[src/rtl/fm_map.svh]
// Constants of the flash command sequencer
`ifndef FM_MAP_SVH
`define FM_MAP_SVH
`define FM_NUM_BANKS     4
`define FM_RANGE_LSB     18
`define FM_BANK_MSB      18
`define FM_BANK_LSB      17
`define FM_PAGE_MSB      9
`define SZ_BYTE          2'h0
`define SZ_HALF          2'h1
`define SZ_WORD          2'h2
`define SZ_BAD           2'h3
`define CMD_VERIFY       7'h05
`define CMD_PROGRAM      7'h20
`define CMD_PAGE_ERASE   7'h40
`define CMD_MASS_ERASE   7'h41
`define ST_BUF_EMPTY     7
`define ST_PROT          5
`define ST_ACC           4
`define ST_BLANK         2
`define DIV_PRESCALE_BIT 6
`define PRESCALE_MAX     3'h7
`define CLK_PERIOD_NS    10
`define SA_TIMEOUT_NS    50
`define SA_TIMEOUT_CYC   (`SA_TIMEOUT_NS / `CLK_PERIOD_NS)
`define T_VERIFY         8'h04
`define T_PROGRAM        8'h08
`define T_PAGE_ERASE     8'h20
`define T_MASS_ERASE     8'hC0
`endif

[src/rtl/fm_pkg.sv]
// Types shared by the flash command sequencer
package fm_pkg;
  typedef logic [6:0] cmd_t;
  typedef enum logic [1:0] {SEQ_IDLE, SEQ_WORD, SEQ_CMD} seq_e;
  typedef struct packed {
    logic        valid;
    logic        write;
    logic [1:0]  size;
    logic [31:0] addr;
    logic [31:0] wdata;
  } bus_req_s;
  typedef struct packed {
    logic        ack;
    logic        terr;
    logic [31:0] rdata;
  } bus_rsp_s;
  typedef struct packed {
    logic buffer_empty;
    logic command_complete;
    logic protection_violation;
    logic access_error;
    logic blank;
    logic divider_loaded;
  } status_s;
  typedef struct packed {
    logic        start;
    logic [1:0]  bank;
    cmd_t        cmd;
    logic [31:0] addr;
    logic [31:0] data;
  } op_s;
endpackage

[src/rtl/fm_clock_divider.sv]
// State-machine clock tick generator
`timescale 1ns/1ps
`default_nettype none
`include "fm_map.svh"
module fm_clock_divider
  import fm_pkg::*;
(
  input  wire logic       clk,
  input  wire logic       reset,
  input  wire logic       load,
  input  wire logic [6:0] wdata,
  output logic            divider_loaded,
  output logic            tick
);
  logic       prescale_by_eight_q;
  logic [5:0] div_q;
  logic [2:0] pre_cnt_q;
  logic [5:0] div_cnt_q;
  logic       pre_tick;

  assign pre_tick = !prescale_by_eight_q || pre_cnt_q == '0;
  assign tick = divider_loaded && pre_tick && div_cnt_q == '0;

  always_ff @(posedge clk or posedge reset) begin
    if (reset) begin
      divider_loaded      <= 1'b0;
      prescale_by_eight_q <= 1'b0;
      div_q               <= '0;
    end else if (load) begin
      divider_loaded      <= 1'b1;
      prescale_by_eight_q <= wdata[`DIV_PRESCALE_BIT];
      div_q               <= wdata[5:0];
    end
  end

  always_ff @(posedge clk or posedge reset) begin
    if (reset) begin
      pre_cnt_q <= '0;
      div_cnt_q <= '0;
    end else if (load) begin
      pre_cnt_q <= `PRESCALE_MAX;
      div_cnt_q <= wdata[5:0];
    end else if (pre_tick) begin
      pre_cnt_q <= `PRESCALE_MAX;
      div_cnt_q <= (div_cnt_q == '0) ? div_q : div_cnt_q - 6'h01;
    end else begin
      pre_cnt_q <= pre_cnt_q - 3'h1;
    end
  end
endmodule // fm_clock_divider
`default_nettype wire

[src/rtl/fm_bank_engine.sv]
// Per block pair command execution timer
`timescale 1ns/1ps
`default_nettype none
`include "fm_map.svh"
module fm_bank_engine
  import fm_pkg::*;
(
  input  wire logic clk,
  input  wire logic reset,
  input  wire logic tick,
  input  wire logic start,
  input  wire cmd_t cmd,
  output logic      busy,
  output logic      done,
  output cmd_t      cmd_q
);
  logic [7:0] cnt_q;
  logic [7:0] dur;

  always_comb begin
    case (cmd)
      `CMD_VERIFY:     dur = `T_VERIFY;
      `CMD_PROGRAM:    dur = `T_PROGRAM;
      `CMD_PAGE_ERASE: dur = `T_PAGE_ERASE;
      default:         dur = `T_MASS_ERASE;
    endcase
  end

  always_ff @(posedge clk or posedge reset) begin
    if (reset) begin
      busy  <= 1'b0;
      done  <= 1'b0;
      cnt_q <= '0;
      cmd_q <= '0;
    end else begin
      done <= 1'b0;
      if (start && !busy) begin
        busy  <= 1'b1;
        cnt_q <= dur;
        cmd_q <= cmd;
      end else if (busy && tick) begin
        if (cnt_q == '0) begin
          busy <= 1'b0;
          done <= 1'b1;
        end else begin
          cnt_q <= cnt_q - 8'h01;
        end
      end
    end
  end
endmodule // fm_bank_engine
`default_nettype wire

[src/rtl/fm_sequencer.sv]
// Flash array access and command sequencer top
`timescale 1ns/1ps
`default_nettype none
`include "fm_map.svh"
module fm_sequencer
  import fm_pkg::*;
(
  input  wire logic        clk,
  input  wire logic        reset,
  input  wire bus_req_s    bus_req,
  output bus_rsp_s         bus_rsp,
  input  wire logic        key_access_enable,
  input  wire logic [1:0]  bank_select,
  input  wire logic        clkdiv_wr,
  input  wire logic [6:0]  clkdiv_wdata,
  input  wire logic        cmd_wr,
  input  wire logic [7:0]  cmd_wdata,
  input  wire logic        status_wr,
  input  wire logic [7:0]  status_wdata,
  input  wire logic [3:0]  protected_any,
  input  wire logic        addr_protected,
  input  wire logic [3:0]  verify_pass,
  input  wire logic [31:0] flash_rdata,
  output logic [31:0]      flash_addr,
  output logic             sense_amp_en,
  output status_s          status,
  output op_s              op
);
  localparam int NB = `FM_NUM_BANKS;

  logic        in_range, misalign, rd_ok, wr_valid, wr_bad;
  logic        div_loaded, fm_tick, err_any, cmd_ok;
  logic        take_word, take_cmd, launch, set_acc, set_protection_violation_flag;
  logic [2:0]  sa_cnt_q;
  cmd_t        cmd_in;
  seq_e        seq_q     [NB];
  logic [31:0] buf_addr_q[NB];
  logic [31:0] buf_data_q[NB];
  cmd_t        buf_cmd_q [NB];
  cmd_t        eng_cmd   [NB];
  logic [NB-1:0] pend_q, busy, done, eng_start, acc_q, protection_violation_flag_q, blank_q;

  assign cmd_in = cmd_wdata[6:0];
  assign err_any = |(acc_q | protection_violation_flag_q);
  assign flash_addr = bus_req.addr;

  always_comb begin
    in_range = bus_req.valid && bus_req.addr[31:`FM_RANGE_LSB] == '0;
    misalign = (bus_req.size == `SZ_HALF && bus_req.addr[0])
            || (bus_req.size == `SZ_WORD && bus_req.addr[1:0] != '0)
            || bus_req.size == `SZ_BAD;
    rd_ok    = in_range && !bus_req.write && !misalign;
    wr_valid = in_range && bus_req.write;
    wr_bad   = wr_valid && (bus_req.size != `SZ_WORD || misalign);
  end

  always_ff @(posedge clk or posedge reset) begin
    if (reset) begin
      bus_rsp <= '0;
    end else begin
      bus_rsp.ack   <= in_range && !misalign && !wr_bad;
      bus_rsp.terr  <= in_range && (misalign || wr_bad);
      bus_rsp.rdata <= rd_ok ? flash_rdata : '0;
    end
  end

  // sense amp timeout saves power at slow clocks
  always_ff @(posedge clk or posedge reset) begin
    if (reset) begin
      sa_cnt_q <= '0;
    end else if (rd_ok) begin
      sa_cnt_q <= 3'(`SA_TIMEOUT_CYC - 1);
    end else if (sa_cnt_q != '0) begin
      sa_cnt_q <= sa_cnt_q - 3'h1;
    end
  end
  assign sense_amp_en = rd_ok || sa_cnt_q != '0;

  fm_clock_divider u_div (
    .clk            (clk),
    .reset          (reset),
    .load           (clkdiv_wr),
    .wdata          (clkdiv_wdata),
    .divider_loaded (div_loaded),
    .tick           (fm_tick)
  );

  assign cmd_ok = cmd_in == `CMD_VERIFY || cmd_in == `CMD_PROGRAM
               || cmd_in == `CMD_PAGE_ERASE || cmd_in == `CMD_MASS_ERASE;

  // Sequence monitor for the selected bank; one strobe per cycle
  always_comb begin
    take_word = 1'b0;
    take_cmd  = 1'b0;
    launch    = 1'b0;
    set_acc   = 1'b0;
    set_protection_violation_flag = 1'b0;
    // key access writes bypass the sequencer
    if (wr_valid && !key_access_enable) begin
      // no word taken before divider load
      if (wr_bad || !div_loaded || pend_q[bank_select]
          || seq_q[bank_select] != SEQ_IDLE
          || bus_req.addr[`FM_BANK_MSB:`FM_BANK_LSB] != bank_select)
        set_acc = 1'b1;
      else if (addr_protected)
        set_protection_violation_flag = 1'b1;
      else
        take_word = 1'b1;
    end else if (cmd_wr && !pend_q[bank_select]) begin
      if (seq_q[bank_select] != SEQ_WORD || !cmd_ok)
        set_acc = 1'b1;
      else if (cmd_in == `CMD_MASS_ERASE && protected_any[bank_select])
        set_protection_violation_flag = 1'b1;
      else
        take_cmd = 1'b1;
    end else if (clkdiv_wr && seq_q[bank_select] != SEQ_IDLE) begin
      set_acc = 1'b1;
    end else if (status_wr && seq_q[bank_select] != SEQ_IDLE) begin
      if (!status_wdata[`ST_BUF_EMPTY] || seq_q[bank_select] == SEQ_WORD)
        set_acc = 1'b1;
      else if (!err_any)
        launch = 1'b1;
    end
  end

  // One engine starts per cycle so the op port stays single
  always_comb begin
    eng_start = '0;
    for (int i = 0; i < NB; i++) begin
      if (pend_q[i] && !busy[i] && eng_start == '0)
        eng_start[i] = 1'b1;
    end
  end

  for (genvar b = 0; b < NB; b++) begin : g_bank
    logic sel;
    assign sel = bank_select == 2'(b);

    always_ff @(posedge clk or posedge reset) begin
      if (reset)
        seq_q[b] <= SEQ_IDLE;
      else if (sel && (set_acc || set_protection_violation_flag || launch))
        seq_q[b] <= SEQ_IDLE;
      else if (sel && take_word)
        seq_q[b] <= SEQ_WORD;
      else if (sel && take_cmd)
        seq_q[b] <= SEQ_CMD;
    end

    always_ff @(posedge clk or posedge reset) begin
      if (reset) begin
        buf_addr_q[b] <= '0;
        buf_data_q[b] <= '0;
        buf_cmd_q[b]  <= '0;
      end else begin
        if (sel && take_word) begin
          buf_addr_q[b] <= bus_req.addr;
          buf_data_q[b] <= bus_req.wdata;
        end
        if (sel && take_cmd)
          buf_cmd_q[b] <= cmd_in;
      end
    end

    always_ff @(posedge clk or posedge reset) begin
      if (reset)
        pend_q[b] <= 1'b0;
      else if (sel && launch)
        pend_q[b] <= 1'b1;
      else if (eng_start[b])
        pend_q[b] <= 1'b0;
    end

    always_ff @(posedge clk or posedge reset) begin
      if (reset) begin
        acc_q[b]   <= 1'b0;
        protection_violation_flag_q[b] <= 1'b0;
      end else begin
        if (sel && set_acc)
          acc_q[b] <= 1'b1;
        else if (sel && status_wr && status_wdata[`ST_ACC])
          acc_q[b] <= 1'b0;
        if (sel && set_protection_violation_flag)
          protection_violation_flag_q[b] <= 1'b1;
        else if (sel && status_wr && status_wdata[`ST_PROT])
          protection_violation_flag_q[b] <= 1'b0;
      end
    end

    always_ff @(posedge clk or posedge reset) begin
      if (reset)
        blank_q[b] <= 1'b0;
      else if (done[b] && eng_cmd[b] == `CMD_VERIFY && verify_pass[b])
        blank_q[b] <= 1'b1;
      else if (sel && status_wr && status_wdata[`ST_BLANK])
        blank_q[b] <= 1'b0;
    end

    fm_bank_engine u_eng (
      .clk   (clk),
      .reset (reset),
      .tick  (fm_tick),
      .start (eng_start[b]),
      .cmd   (buf_cmd_q[b]),
      .busy  (busy[b]),
      .done  (done[b]),
      .cmd_q (eng_cmd[b])
    );
  end

  always_comb begin
    status.buffer_empty         = !pend_q[bank_select];
    // Held low through done so blank is settled when complete reads 1
    status.command_complete     = !pend_q[bank_select] && !busy[bank_select]
                                  && !done[bank_select];
    status.protection_violation = protection_violation_flag_q[bank_select];
    status.access_error         = acc_q[bank_select];
    status.blank                = blank_q[bank_select];
    status.divider_loaded       = div_loaded;
  end

  // Operation handed to the array; data only matters for program
  always_ff @(posedge clk or posedge reset) begin
    if (reset) begin
      op <= '0;
    end else begin
      op.start <= 1'b0;
      for (int i = 0; i < NB; i++) begin
        if (eng_start[i]) begin
          op.start <= 1'b1;
          op.bank  <= 2'(i);
          op.cmd   <= buf_cmd_q[i];
          op.addr  <= buf_addr_q[i];
          op.data  <= '0;
          if (buf_cmd_q[i] == `CMD_PAGE_ERASE)
            op.addr[`FM_PAGE_MSB:0] <= '0;
          if (buf_cmd_q[i] == `CMD_PROGRAM)
            op.data <= buf_data_q[i];
        end
      end
    end
  end
endmodule // fm_sequencer
`default_nettype wire

[config.mk]
export PLATFORM = sky130hd
export DESIGN_NAME = fm_sequencer
export DESIGN_NICKNAME = d
export VERILOG_FILES = /design/src/rtl/fm_pkg.sv /design/src/rtl/fm_clock_divider.sv /design/src/rtl/fm_bank_engine.sv /design/src/rtl/fm_sequencer.sv
export VERILOG_INCLUDE_DIRS = /design/src /design/src/rtl
export SDC_FILE = /design/constraint.sdc
export NUM_CORES = 1
export LEC_CHECK = 0
export BUFFER_PORTS_ARGS = -buffer_cell sky130_fd_sc_hd__buf_2
export CORE_MARGIN = 2
export CORE_UTILIZATION = 35
export CTS_BUF_LIST = sky130_fd_sc_hd__clkbuf_4 sky130_fd_sc_hd__clkbuf_8
export CTS_CLUSTER_DIAMETER = 100
export DETAILED_ROUTE_END_ITERATION = 7
export PLACE_DENSITY_LB_ADDON = 0.1
export SLEW_MARGIN = 20
export SYNTH_ARGS = -nofsm -noshare
export SYNTH_HDL_FRONTEND = slang
export SYNTH_SLANG_ARGS = --single-unit
[constraint.sdc]
create_clock -name clk -period 32.3 [get_ports clk]
set_input_delay 3.23 -clock clk [delete_from_list [all_inputs] [get_ports clk]]
set_output_delay 3.23 -clock clk [all_outputs]
set_load 0.05 [all_outputs]
Yosys cells after proc, flatten, opt, wreduce, memory -nomap -nowiden
Index checks and enable logic that the tools add are counted.
Word-level totals
  register bits after elaboration: 504
  bits in latches: 0
  RAM bits: 0
  ROM bits: 0
  bits of input ports: 140
  output and inout port bits: 147
  logic and storage cells: 426
  memories kept: 0
Cells by class
  $add $sub $neg: 7
  $mul: 0
  div/mod/pow operators: 0
  order comparisons: 2
  equal/unequal tests: 34
  shifts and indexed selects: 0
  muxes and demuxes: 151
  bitwise gates (word level): 3
  reduce and logical (&&, ||, !) cells: 167
Operators with widths (number)
  $mux 74: 4
  $mux 32: 5
  $mux 8: 12
  $pmux 8 s3: 4
  $mux 1: 93
  $logic_and 1x1->1: 82
  $eq 7x3->1 const B: 9
  $reduce_bool 2->1: 28
  $eq 7x7->1 const B: 6
  $mux 10: 4
  $eq 7x6->1 const B: 5
  $logic_not 8->1: 4
  $sub 8x1->8 const B: 4
  $mux 2: 14
  $mux 6: 3
  $logic_or 1x1->1: 17
  $reduce_and 2->1: 8
  $logic_not 1->1: 15
  $reduce_bool 3->1: 5
  $bmux 1 s2: 7
  $logic_not 14->1: 1
  $mux 3: 4
  $ne 2x1->1 const B: 5
  $eq 2x2->1 const B: 4
  other kinds (16): 21

Logic depth before layout (Yosys ltp)
Gate-level depths: netlist of the first run.
  word-level depth: 16
  depth in mapped cells: 10
  depth with buffers taken out: 8

Modules after synthesis
Synthesis of the first run repeated with hierarchy kept, for this count alone.
Unflattened totals
  cell total of the unflattened synthesis: 1798
  area total of the unflattened synthesis: 21211.6 um2
Modules (own cells, without submodules)
  fm_sequencer: instances 1, cells an instance 1329, area each 16751.1 um2, sequential area each 10485.1 um2
  fm_bank_engine (g_bank[0].u_eng ...): instances 3, cells an instance 95, area each 893.4 um2, sequential area each 425.4 um2
  fm_bank_engine (g_bank[1].u_eng): instances 1, cells an instance 96, area each 899.6 um2, sequential area each 425.4 um2
  fm_clock_divider: instances 1, cells an instance 88, area each 880.8 um2, sequential area each 425.4 um2

Worst setup path before layout of the first run
No wires, ideal clock.
  kind: input to output
  start: input port bank_select[1]
  end: output port status[4] in the netlist's numbering
  arrival: 5.139 ns
  data required time: 29.070 ns
  path slack: 23.931 ns
  stages: 4
  path buffers: 2
  cells stage by stage: clkbuf_1 > buf_1 > a211oi_1 > a211oi_1
RTL lines
  start: declaration: RTL line fm_sequencer.sv:13  | input wire logic [1:0] bank_select,
  end: declaration: RTL line fm_sequencer.sv:26  | output status_s status,

Worst setup path after layout of the first run
  start: input port bus_req[52] in the netlist's numbering
  end: output port sense_amp_en
Between the ends
  cells in the longest elaborated chain, start to end: 5
Ends and longest elaborated chain
  start: declaration: RTL line fm_sequencer.sv:10  | input wire bus_req_s bus_req,
  $logic_not 14->1: RTL line fm_sequencer.sv:48  | in_range = bus_req.valid && bus_req.addr[31:`FM_RANGE_LSB] == '0;
  $logic_and 1x1->1: RTL line fm_sequencer.sv:48
  $logic_and 1x1->1 (2 in a row): RTL line fm_sequencer.sv:52  | rd_ok = in_range && !bus_req.write && !misalign;
  $logic_or 1x1->1: RTL line fm_sequencer.sv:77  | assign sense_amp_en = rd_ok || sa_cnt_q != '0;
  end: declaration: RTL line fm_sequencer.sv:25  | output logic sense_amp_en,
Every way passes these cells.

==> summary.md, run 1 <==
| Metric | Value |
|---|---|
| Yosys warning total | 0 |
| RSZ-0062 raised after global routing | no |
| Die area | 61000 sq um |
| Final Skew | 0.0271 ns |
| Postcts setup bufs | 0 |
| GR Overflow Total | 0 |
| Worst-path fanout max | 36 |
| Syn_nets | 1901 |
| I/O Pins | 287 |
| Initial antenna violation count | 5 |
| Area of the multi-input gates | 6840 sq um |
| DRT Pass-1 Iters | 7 |
| Crit path time final | around 8.3 ns |
| Prevailing post-synth register cell | dfrtp_1 |
| DIE WIDTH | 247 um |
| Final Hold Fails | 0 |
| WHS | 0.374 ns |
| Synth cell types | 62 |
| Cts repair resizes | 0 |
| Setup crit end kind | primary output |
| First-pass GRT wire length | 81400 um |
| Worst R2R Path Depth | 6 |
| CP Class | in2out |
| CP Buf/Inv Count | 3 |
| Die H | between 200 and 250 um |
| All-layer global routing usage | 0.172 |
| GPL Wtd Cong | 0.799 |
| Num rows | between 80 and 90 |
| Slew Limit Fails | 0 |
| Slowest stage delay, CP | 0.44 ns |
| Nets | 2056 |
| Cts bufs inserted | 90 |
| Worst Path Arrival | 5.09 ns |
| Synth Area per Inst | approximately 12 sq um |
| Reg area | roughly 13000 sq um |
| Vias per cell | 4.90 |
| # H-tree levels | 3 |
| Mapped Area | 20700 sq um |
| Hold_buf cts | 0 |
| Clock buffer depth | 3 |
| Final Setup Violations | 0 |
| Total of max-cap violations | 0 |
| Lkg Pwr | 0.0122 uW |
| RR Startpoint | seq_q[0] |
| Root buffer cell | clkbuf_8 |
| Setup TNS | 0 ns |
| Clock transition at the registers of the reported paths | roughly 0.050 ns |
| Worst Tran Pin Value | 1.06 ns |
| Number of global-route vias before repair | 14000 |
| Clock latency on the worst-skew pair | roughly 0.66 ns |
| Largest net degree at the start of global routing | between 150 and 200 |
| Crit start category | input pin |
| Maximum clock rate | approximately 120 MHz |
| Post-synth EDFFs | 0 |
| CP delay by family, top | simple AND/OR/NAND/NOR gates |
| Sequential share of the synthesized area | 0.611 |
| Syn Inst Count | ~1800 |
| Layout cells sized above 1 | 0.309 |
| Max transition margin | 0.290 |
| Routed wire per std cell | 19.0 um |
| Clock Sink Count | 504 |
| Commonest non-fill, non-tap cells in the layout | 504 x dfrtp_1, 281 x buf_2, 146 x nand2_1 |
| #FFs+latches synth | between 500 and 600 |
| Worst Min Path Start | buf_data_q[9] |
| # DRC | 0 |
| Capturing point of the worst reg2reg path | buf_addr_q[69] |
| Commonest non-fill, non-tap cell in the layout | dfrtp_1 |
| Hold Crit Depth | 0 |
| Core ar. | slightly below 60000 sq um |
| ANT nets after route | 0 |
| Port bufs | roughly 280 |
| Final Power | 1420 uW |
| CTS tree | done |
| Cell area power density | roughly 59 nW/um^2 |
| Hold Crit Endpoint | buf_data_q[9] |
| Total number of vias | 13500 |
| Area growth syn-to-layout | 16.8% |
| Crit-path cells | buf_2 -> nor4b_1 -> nand4_1 -> nor3_2 -> buf_4 -> nand2b_1 -> buf_2 |
| Reg2Reg Setup Slack | 28.82 ns |
| Final Cycle Share | 0.257 |
| Layout fillers | 5621 |
| Status | complete, no violations |
| Asr flop ratio synth | 1.00 |
| IR Drop Worst-Case VDD | 0.0287 mV |
| Iter 0 DRT Violations | 809 |
| Worst EP required | 29.07 ns |
| Tightest Hold Check Type | reg2reg |
| Initial Util | 0.352 |
| Most frequent CP cell | buf_2 |
| Post-DP HPWL | ~33000 um |
| Routed Wire Length | 52200 um |
| Slowest CP cell | nor4b_1 |
==> layout make-up <==
cell class                 count  area share
sequential                   504       0.523
clock buffer                 146      0.0766
inverter                      35     0.00576
tap                          773      0.0401
multi-input combinational    968       0.284
timing repair buffer         307      0.0671
antenna                        3    0.000311
clock inverter                14     0.00363
==> cell families after synthesis <==
family	share of synthesized area
DFF	0.611
and+or+nand+nor	0.115
AOI/OAI and AO/OA	0.105
buffers and inverters	0.0605
muxes	0.0955
xor gates and xnor gates	0.00763
adders and majority gates	0.00606
==> synth_stat cells, types with 13 or more instances <==
cell        n  area [sq um]
and2_1     65           407
a22oi_1    43           323
xnor2_1    14           123
o22ai_1    23           144
mux2_4     80          1200
nor4_1     13          81.3
a221oi_1   22           193
nor3_1     30           150
mux2_2     34           383
inv_1      34           128
nand2_1   146           548
o21ai_0    62           310
a222oi_1   27           270
a21oi_1    23           115
nor2_1    130           488
clkbuf_1  197           739
buf_4      34           255
dfrtp_1   504         12600
a31oi_1    42           263
nor2b_1    26           163
mux2i_1    23           230
==> per-stage QoR <==
stage / util / setup WS (ns) / cells / area, sq um
2_1_floorplan: - / 15.00 / 1751 / 20700
3_3_place_gp: 0.378 / 23.95 / 2587 / 22200
3_5_place_dp: 0.378 / 23.97 / 2587 / 22200
4_1_cts: 0.411 / 23.96 / 2747 / 24100
5_1_grt: 0.411 / 23.76 / 2748 / 24100
6_report: 0.411 / 23.98 / 2750 / 24100
==> flip-flops by register name, indices dropped and copies added (netlist names) <==
signal and cells:
g_bank.u_eng.busy 4, u_div.divider_loaded 1, u_div.div_cnt_q 6, buf_cmd_q 28, blank_q 4, buf_addr_q 128
g_bank.u_eng.cmd_q 28, bus_rsp 34, seq_q 8, pend_q 4, u_div.prescale_by_eight_q 1, op 74
acc_q 4, u_div.div_q 6, g_bank.u_eng.done 4, sa_cnt_q 3, buf_data_q 128, protection_violation_flag_q 4
u_div.pre_cnt_q 3, g_bank.u_eng.cnt_q 32
==> worst max path at each step <==
stage | slack, ns | to | from | cells after the start
2_1_floorplan | 15.00 | acc_q[0] | reset | 1
3_3_place_gp | 23.95 | sense_amp_en | bus_req[52] | 7
3_5_place_dp | 23.97 | sense_amp_en | bus_req[52] | 7
4_1_cts | 23.96 | sense_amp_en | bus_req[52] | 7
5_1_grt | 23.76 | sense_amp_en | bus_req[52] | 7
6_report | 23.98 | sense_amp_en | bus_req[52] | 7
==> worst reg2reg max path, cell delays in order (launching register included) <==
cell	delay [ns]
dfrtp_1	0.39
mux4_2	0.50
or2_1	0.29
or3_1	0.43
or4_4	0.75
buf_4	0.51
mux2_4	0.48
==> metal layers <==
metal,global-route usage,vias up,part of all wire
li1,-,6335,-
met1,0.235,6719,0.46
met2,0.265,348,0.46
met3,0.0468,75,0.065
met4,0.0567,6,0.018
met5,0,-,0.00065
==> power breakdown <==
| part | switching, uW | total [uW] | internal [uW] |
|---|---|---|---|
| registers | 20.1 | 674 | 654 |
| clock network | 267 | 628 | 361 |
| logic | 71.0 | 117 | 46.1 |
Power figures use the tool's default switching activity.
==> inputs of run 2 (changes only) <==
==> constraint.sdc (replaced) <==
create_clock -name clk -period 6.76 [get_ports clk]
set_input_delay 0.676 -clock clk [delete_from_list [all_inputs] [get_ports clk]]
set_output_delay 0.676 -clock clk [all_outputs]
set_load 0.05 [all_outputs]
==> summary.md, run 2 (synthesis results as in run 1) <==
| Metric | Value |
|---|---|
| Status | complete, no violations |
| Post-layout instance area | 24200 sq um (+0.48%) |
| Sw Pwr | 1750 uW (+390%) |
| Commonest non-fill, non-tap cells in the layout | 504 x dfrtp_1, 281 x buf_2, 146 x nand2_1 |
| Switch share | 0.253 (+0.00133) |
| Worst Path Arrival | 4.06 ns (-1.03 ns) |
| Final Util | 0.413 (+0.00196) |
| IR Drop Worst-Case VDD | 0.192 mV (+570%) |
| Final cell count without fillers | 2753 (+0.11%) |
| Clock latency on the worst-skew pair | 0.68 ns (+0.02 ns) |
| Initial antenna violation count | 5 (unchanged) |
| Reg power frac | 0.467 (-0.008) |
| Nets | 2059 (+0.15%) |
| Num rows | 89 (unchanged) |
| Power Internal | 5150 uW (+380%) |
| Iter 0 DRT Violations | 1011 (+25%) |
| Dpl cells | 2588 (+0.039%) |
| CP Class | in2reg |
| Final Power | 6900 uW (+390%) |
| Max transition margin | 0.256 (-0.0334) |
| All-layer global routing usage | 0.175 (+0.00306) |
| Port bufs | 281 (unchanged) |
| Final Cycle Share | 0.521 |
| # DRC | 0 (unchanged) |
| Lkg Pwr | 0.0122 uW (+0.34%) |
| ANT nets after route | 0 (unchanged) |
| Commonest non-fill, non-tap cell in the layout | dfrtp_1 |
| Cts bufs inserted | 91 (+1.1%) |
| Slew Limit Fails | 0 (unchanged) |
| Area growth syn-to-layout | 17.4% |
| Largest net degree at the start of global routing | 172 (+5.5%) |
| Clock Sink Count | 504 (unchanged) |
| Number of global-route vias before repair | 14300 (+1.6%) |
| Cts repair resizes | 0 (unchanged) |
| Final Skew | 0.0430 ns (+0.0158 ns) |
| Final Setup Violations | 0 (unchanged) |
| Post-DP HPWL | 33000 um (+1.4%) |
| Setup TNS | 0 ns (unchanged) |
| Slowest stage delay, CP | 0.82 ns (+0.38 ns) |
| GR Overflow Total | 0 (unchanged) |
| DRT Pass-1 Iters | 5 (-2) |
| Crit-path cells | buf_2 -> mux4_2 -> or2_1 -> or3_1 -> or4_4 -> buf_4 -> mux2_4 |
| RSZ-0062 raised after global routing | no |
| Worst Min Path Start | flash_rdata[8] |
| RR Startpoint | seq_q[0] |
| CTS tree | done |
| Routed wire per std cell | 19.1 um (+0.53%) |
| CP delay by family, top | simple AND/OR/NAND/NOR gates |
| # H-tree levels | 3 (unchanged) |
| Total of max-cap violations | 0 (unchanged) |
| Clock power share | 0.451 (+0.009) |
| GPL Wtd Cong | 0.789 (-1.2%) |
| Vias per cell | 4.92 (+0.34%) |
| Core ar. | 58700 sq um (unchanged) |
| Final Hold Fails | 0 (unchanged) |
| Clock buffer depth | 3 (unchanged) |
| Maximum clock rate | 284 MHz |
| Crit. Startpoint | bank_select[0] |
| Worst-path fanout max | 36 (unchanged) |
| Layout fillers | 5629 (+0.14%) |
| Setup crit end kind | flip-flop |
| Crit path time final | around 3.5 ns |
| CP Buf/Inv Count | 2 (-1) |
| Logic pwr share | 0.081 (about the same) |
| DIE WIDTH | 247 um (unchanged) |
| Die H | 247 um (unchanged) |
| First-pass GRT wire length | 82700 um (+1.7%) |
| Cell area power density | 285 nW/um^2 (+380%) |
| Slowest CP cell | or4_4 |
| Clock transition at the registers of the reported paths | 0.06 ns (about the same) |
| I/O Pins | 287 (unchanged) |
| Root buffer cell | clkbuf_8 |
| Worst EP required | 7.30 ns (-21.77 ns) |
| Top Registers | buf_addr_q (128), buf_data_q (128), op (74) |
| Die area | 61000 sq um (unchanged) |
| Total number of vias | 13500 (+0.45%) |
| Worst Tran Pin Value | 1.12 ns (+0.0524 ns) |
| Routed Wire Length | 52600 um (+0.64%) |
| Tightest Hold Check Type | in2reg |
| Placed Instance Area | 22200 sq um (+0.16%) |
| Initial Util | 0.352 (unchanged) |
| Layout cells sized above 1 | 0.310 (+0.00140) |
| Crit start category | input pin |
run 2: cell count changes in the layout (fill, tap and decap cells not counted), sizes merged:
cell	delta
clkinvlp	+2
clkbuf	-3
dlygate4sd3	+1
inv	-1
clkinv	+2
bufinv	+2
diode	-1
buf	+1
run 2: area by class of cell:
class / instances / area (sq um) / share of cell area
antenna: 2 / 5.00 / 0.000207
clock buffer: 143 / 1830 / 0.0755
clock inverter: 19 / 179 / 0.00738
inverter: 35 / 135 / 0.00558
multi-input combinational: 968 / 6850 / 0.283
sequential: 504 / 12600 / 0.520
tap: 773 / 967 / 0.0399
timing repair buffer: 309 / 1660 / 0.0684
run 2: what timing repair did:
item | CTS | global route
hold buffers | 1 | 0
hold endpoints to repair | 14 | 0
buffers inserted | 0 | 0
run 2: layer usage:
layer | wire (um) | share of wire | up-vias | global-route usage
met5 | 44 | 0.00084 | - | 0
met4 | 1300 | 0.025 | 6 | 0.0549
met3 | 3290 | 0.063 | 97 | 0.0495
met2 | 24000 | 0.46 | 324 | 0.271
met1 | 23900 | 0.46 | 6758 | 0.237
li1 | - | - | 6358 | -
run 2: final timing paths:
check | end | slack [ns] | depth (start not counted)
worst min register to register | buf_data_q[21] | 0.37 | 0
worst min-delay path | bus_rsp[8] | 0.22 | 2
worst max-delay path | buf_data_q[92] | 3.24 | 7
worst max register to register | buf_data_q[92] | 3.31 | 6
min in group asynchronous | buf_data_q[55] | 0.53 | 3
max in group asynchronous | bus_rsp[33] | 4.46 | 5
run 2: through the flow:
stage	worst slack [ns]	hold slack (ns)
after floorplan	-0.756	0.406
after detailed placement	2.54	0.365
after global routing	3.16	0.162
after CTS	3.28	0.148
after global placement	2.56	0.364
final	3.24	0.218
run 2: power by group through the flow:
stage	logic, uW	registers [uW]	clock network (uW)
after detailed placement	568	3270	0
after floorplan	432	3260	0
after CTS	571	3220	3210
after global placement	560	3270	0
after global routing	646	3240	3360
final	560	3220	3110
run 2: worst register-to-register path: cells and delay by family, from the launching register on:
kind	cells	cell delay [ns]
buffers and inverters	1	0.50
and+or+nand+nor	3	1.53
DFF	1	0.39
muxes	2	0.92
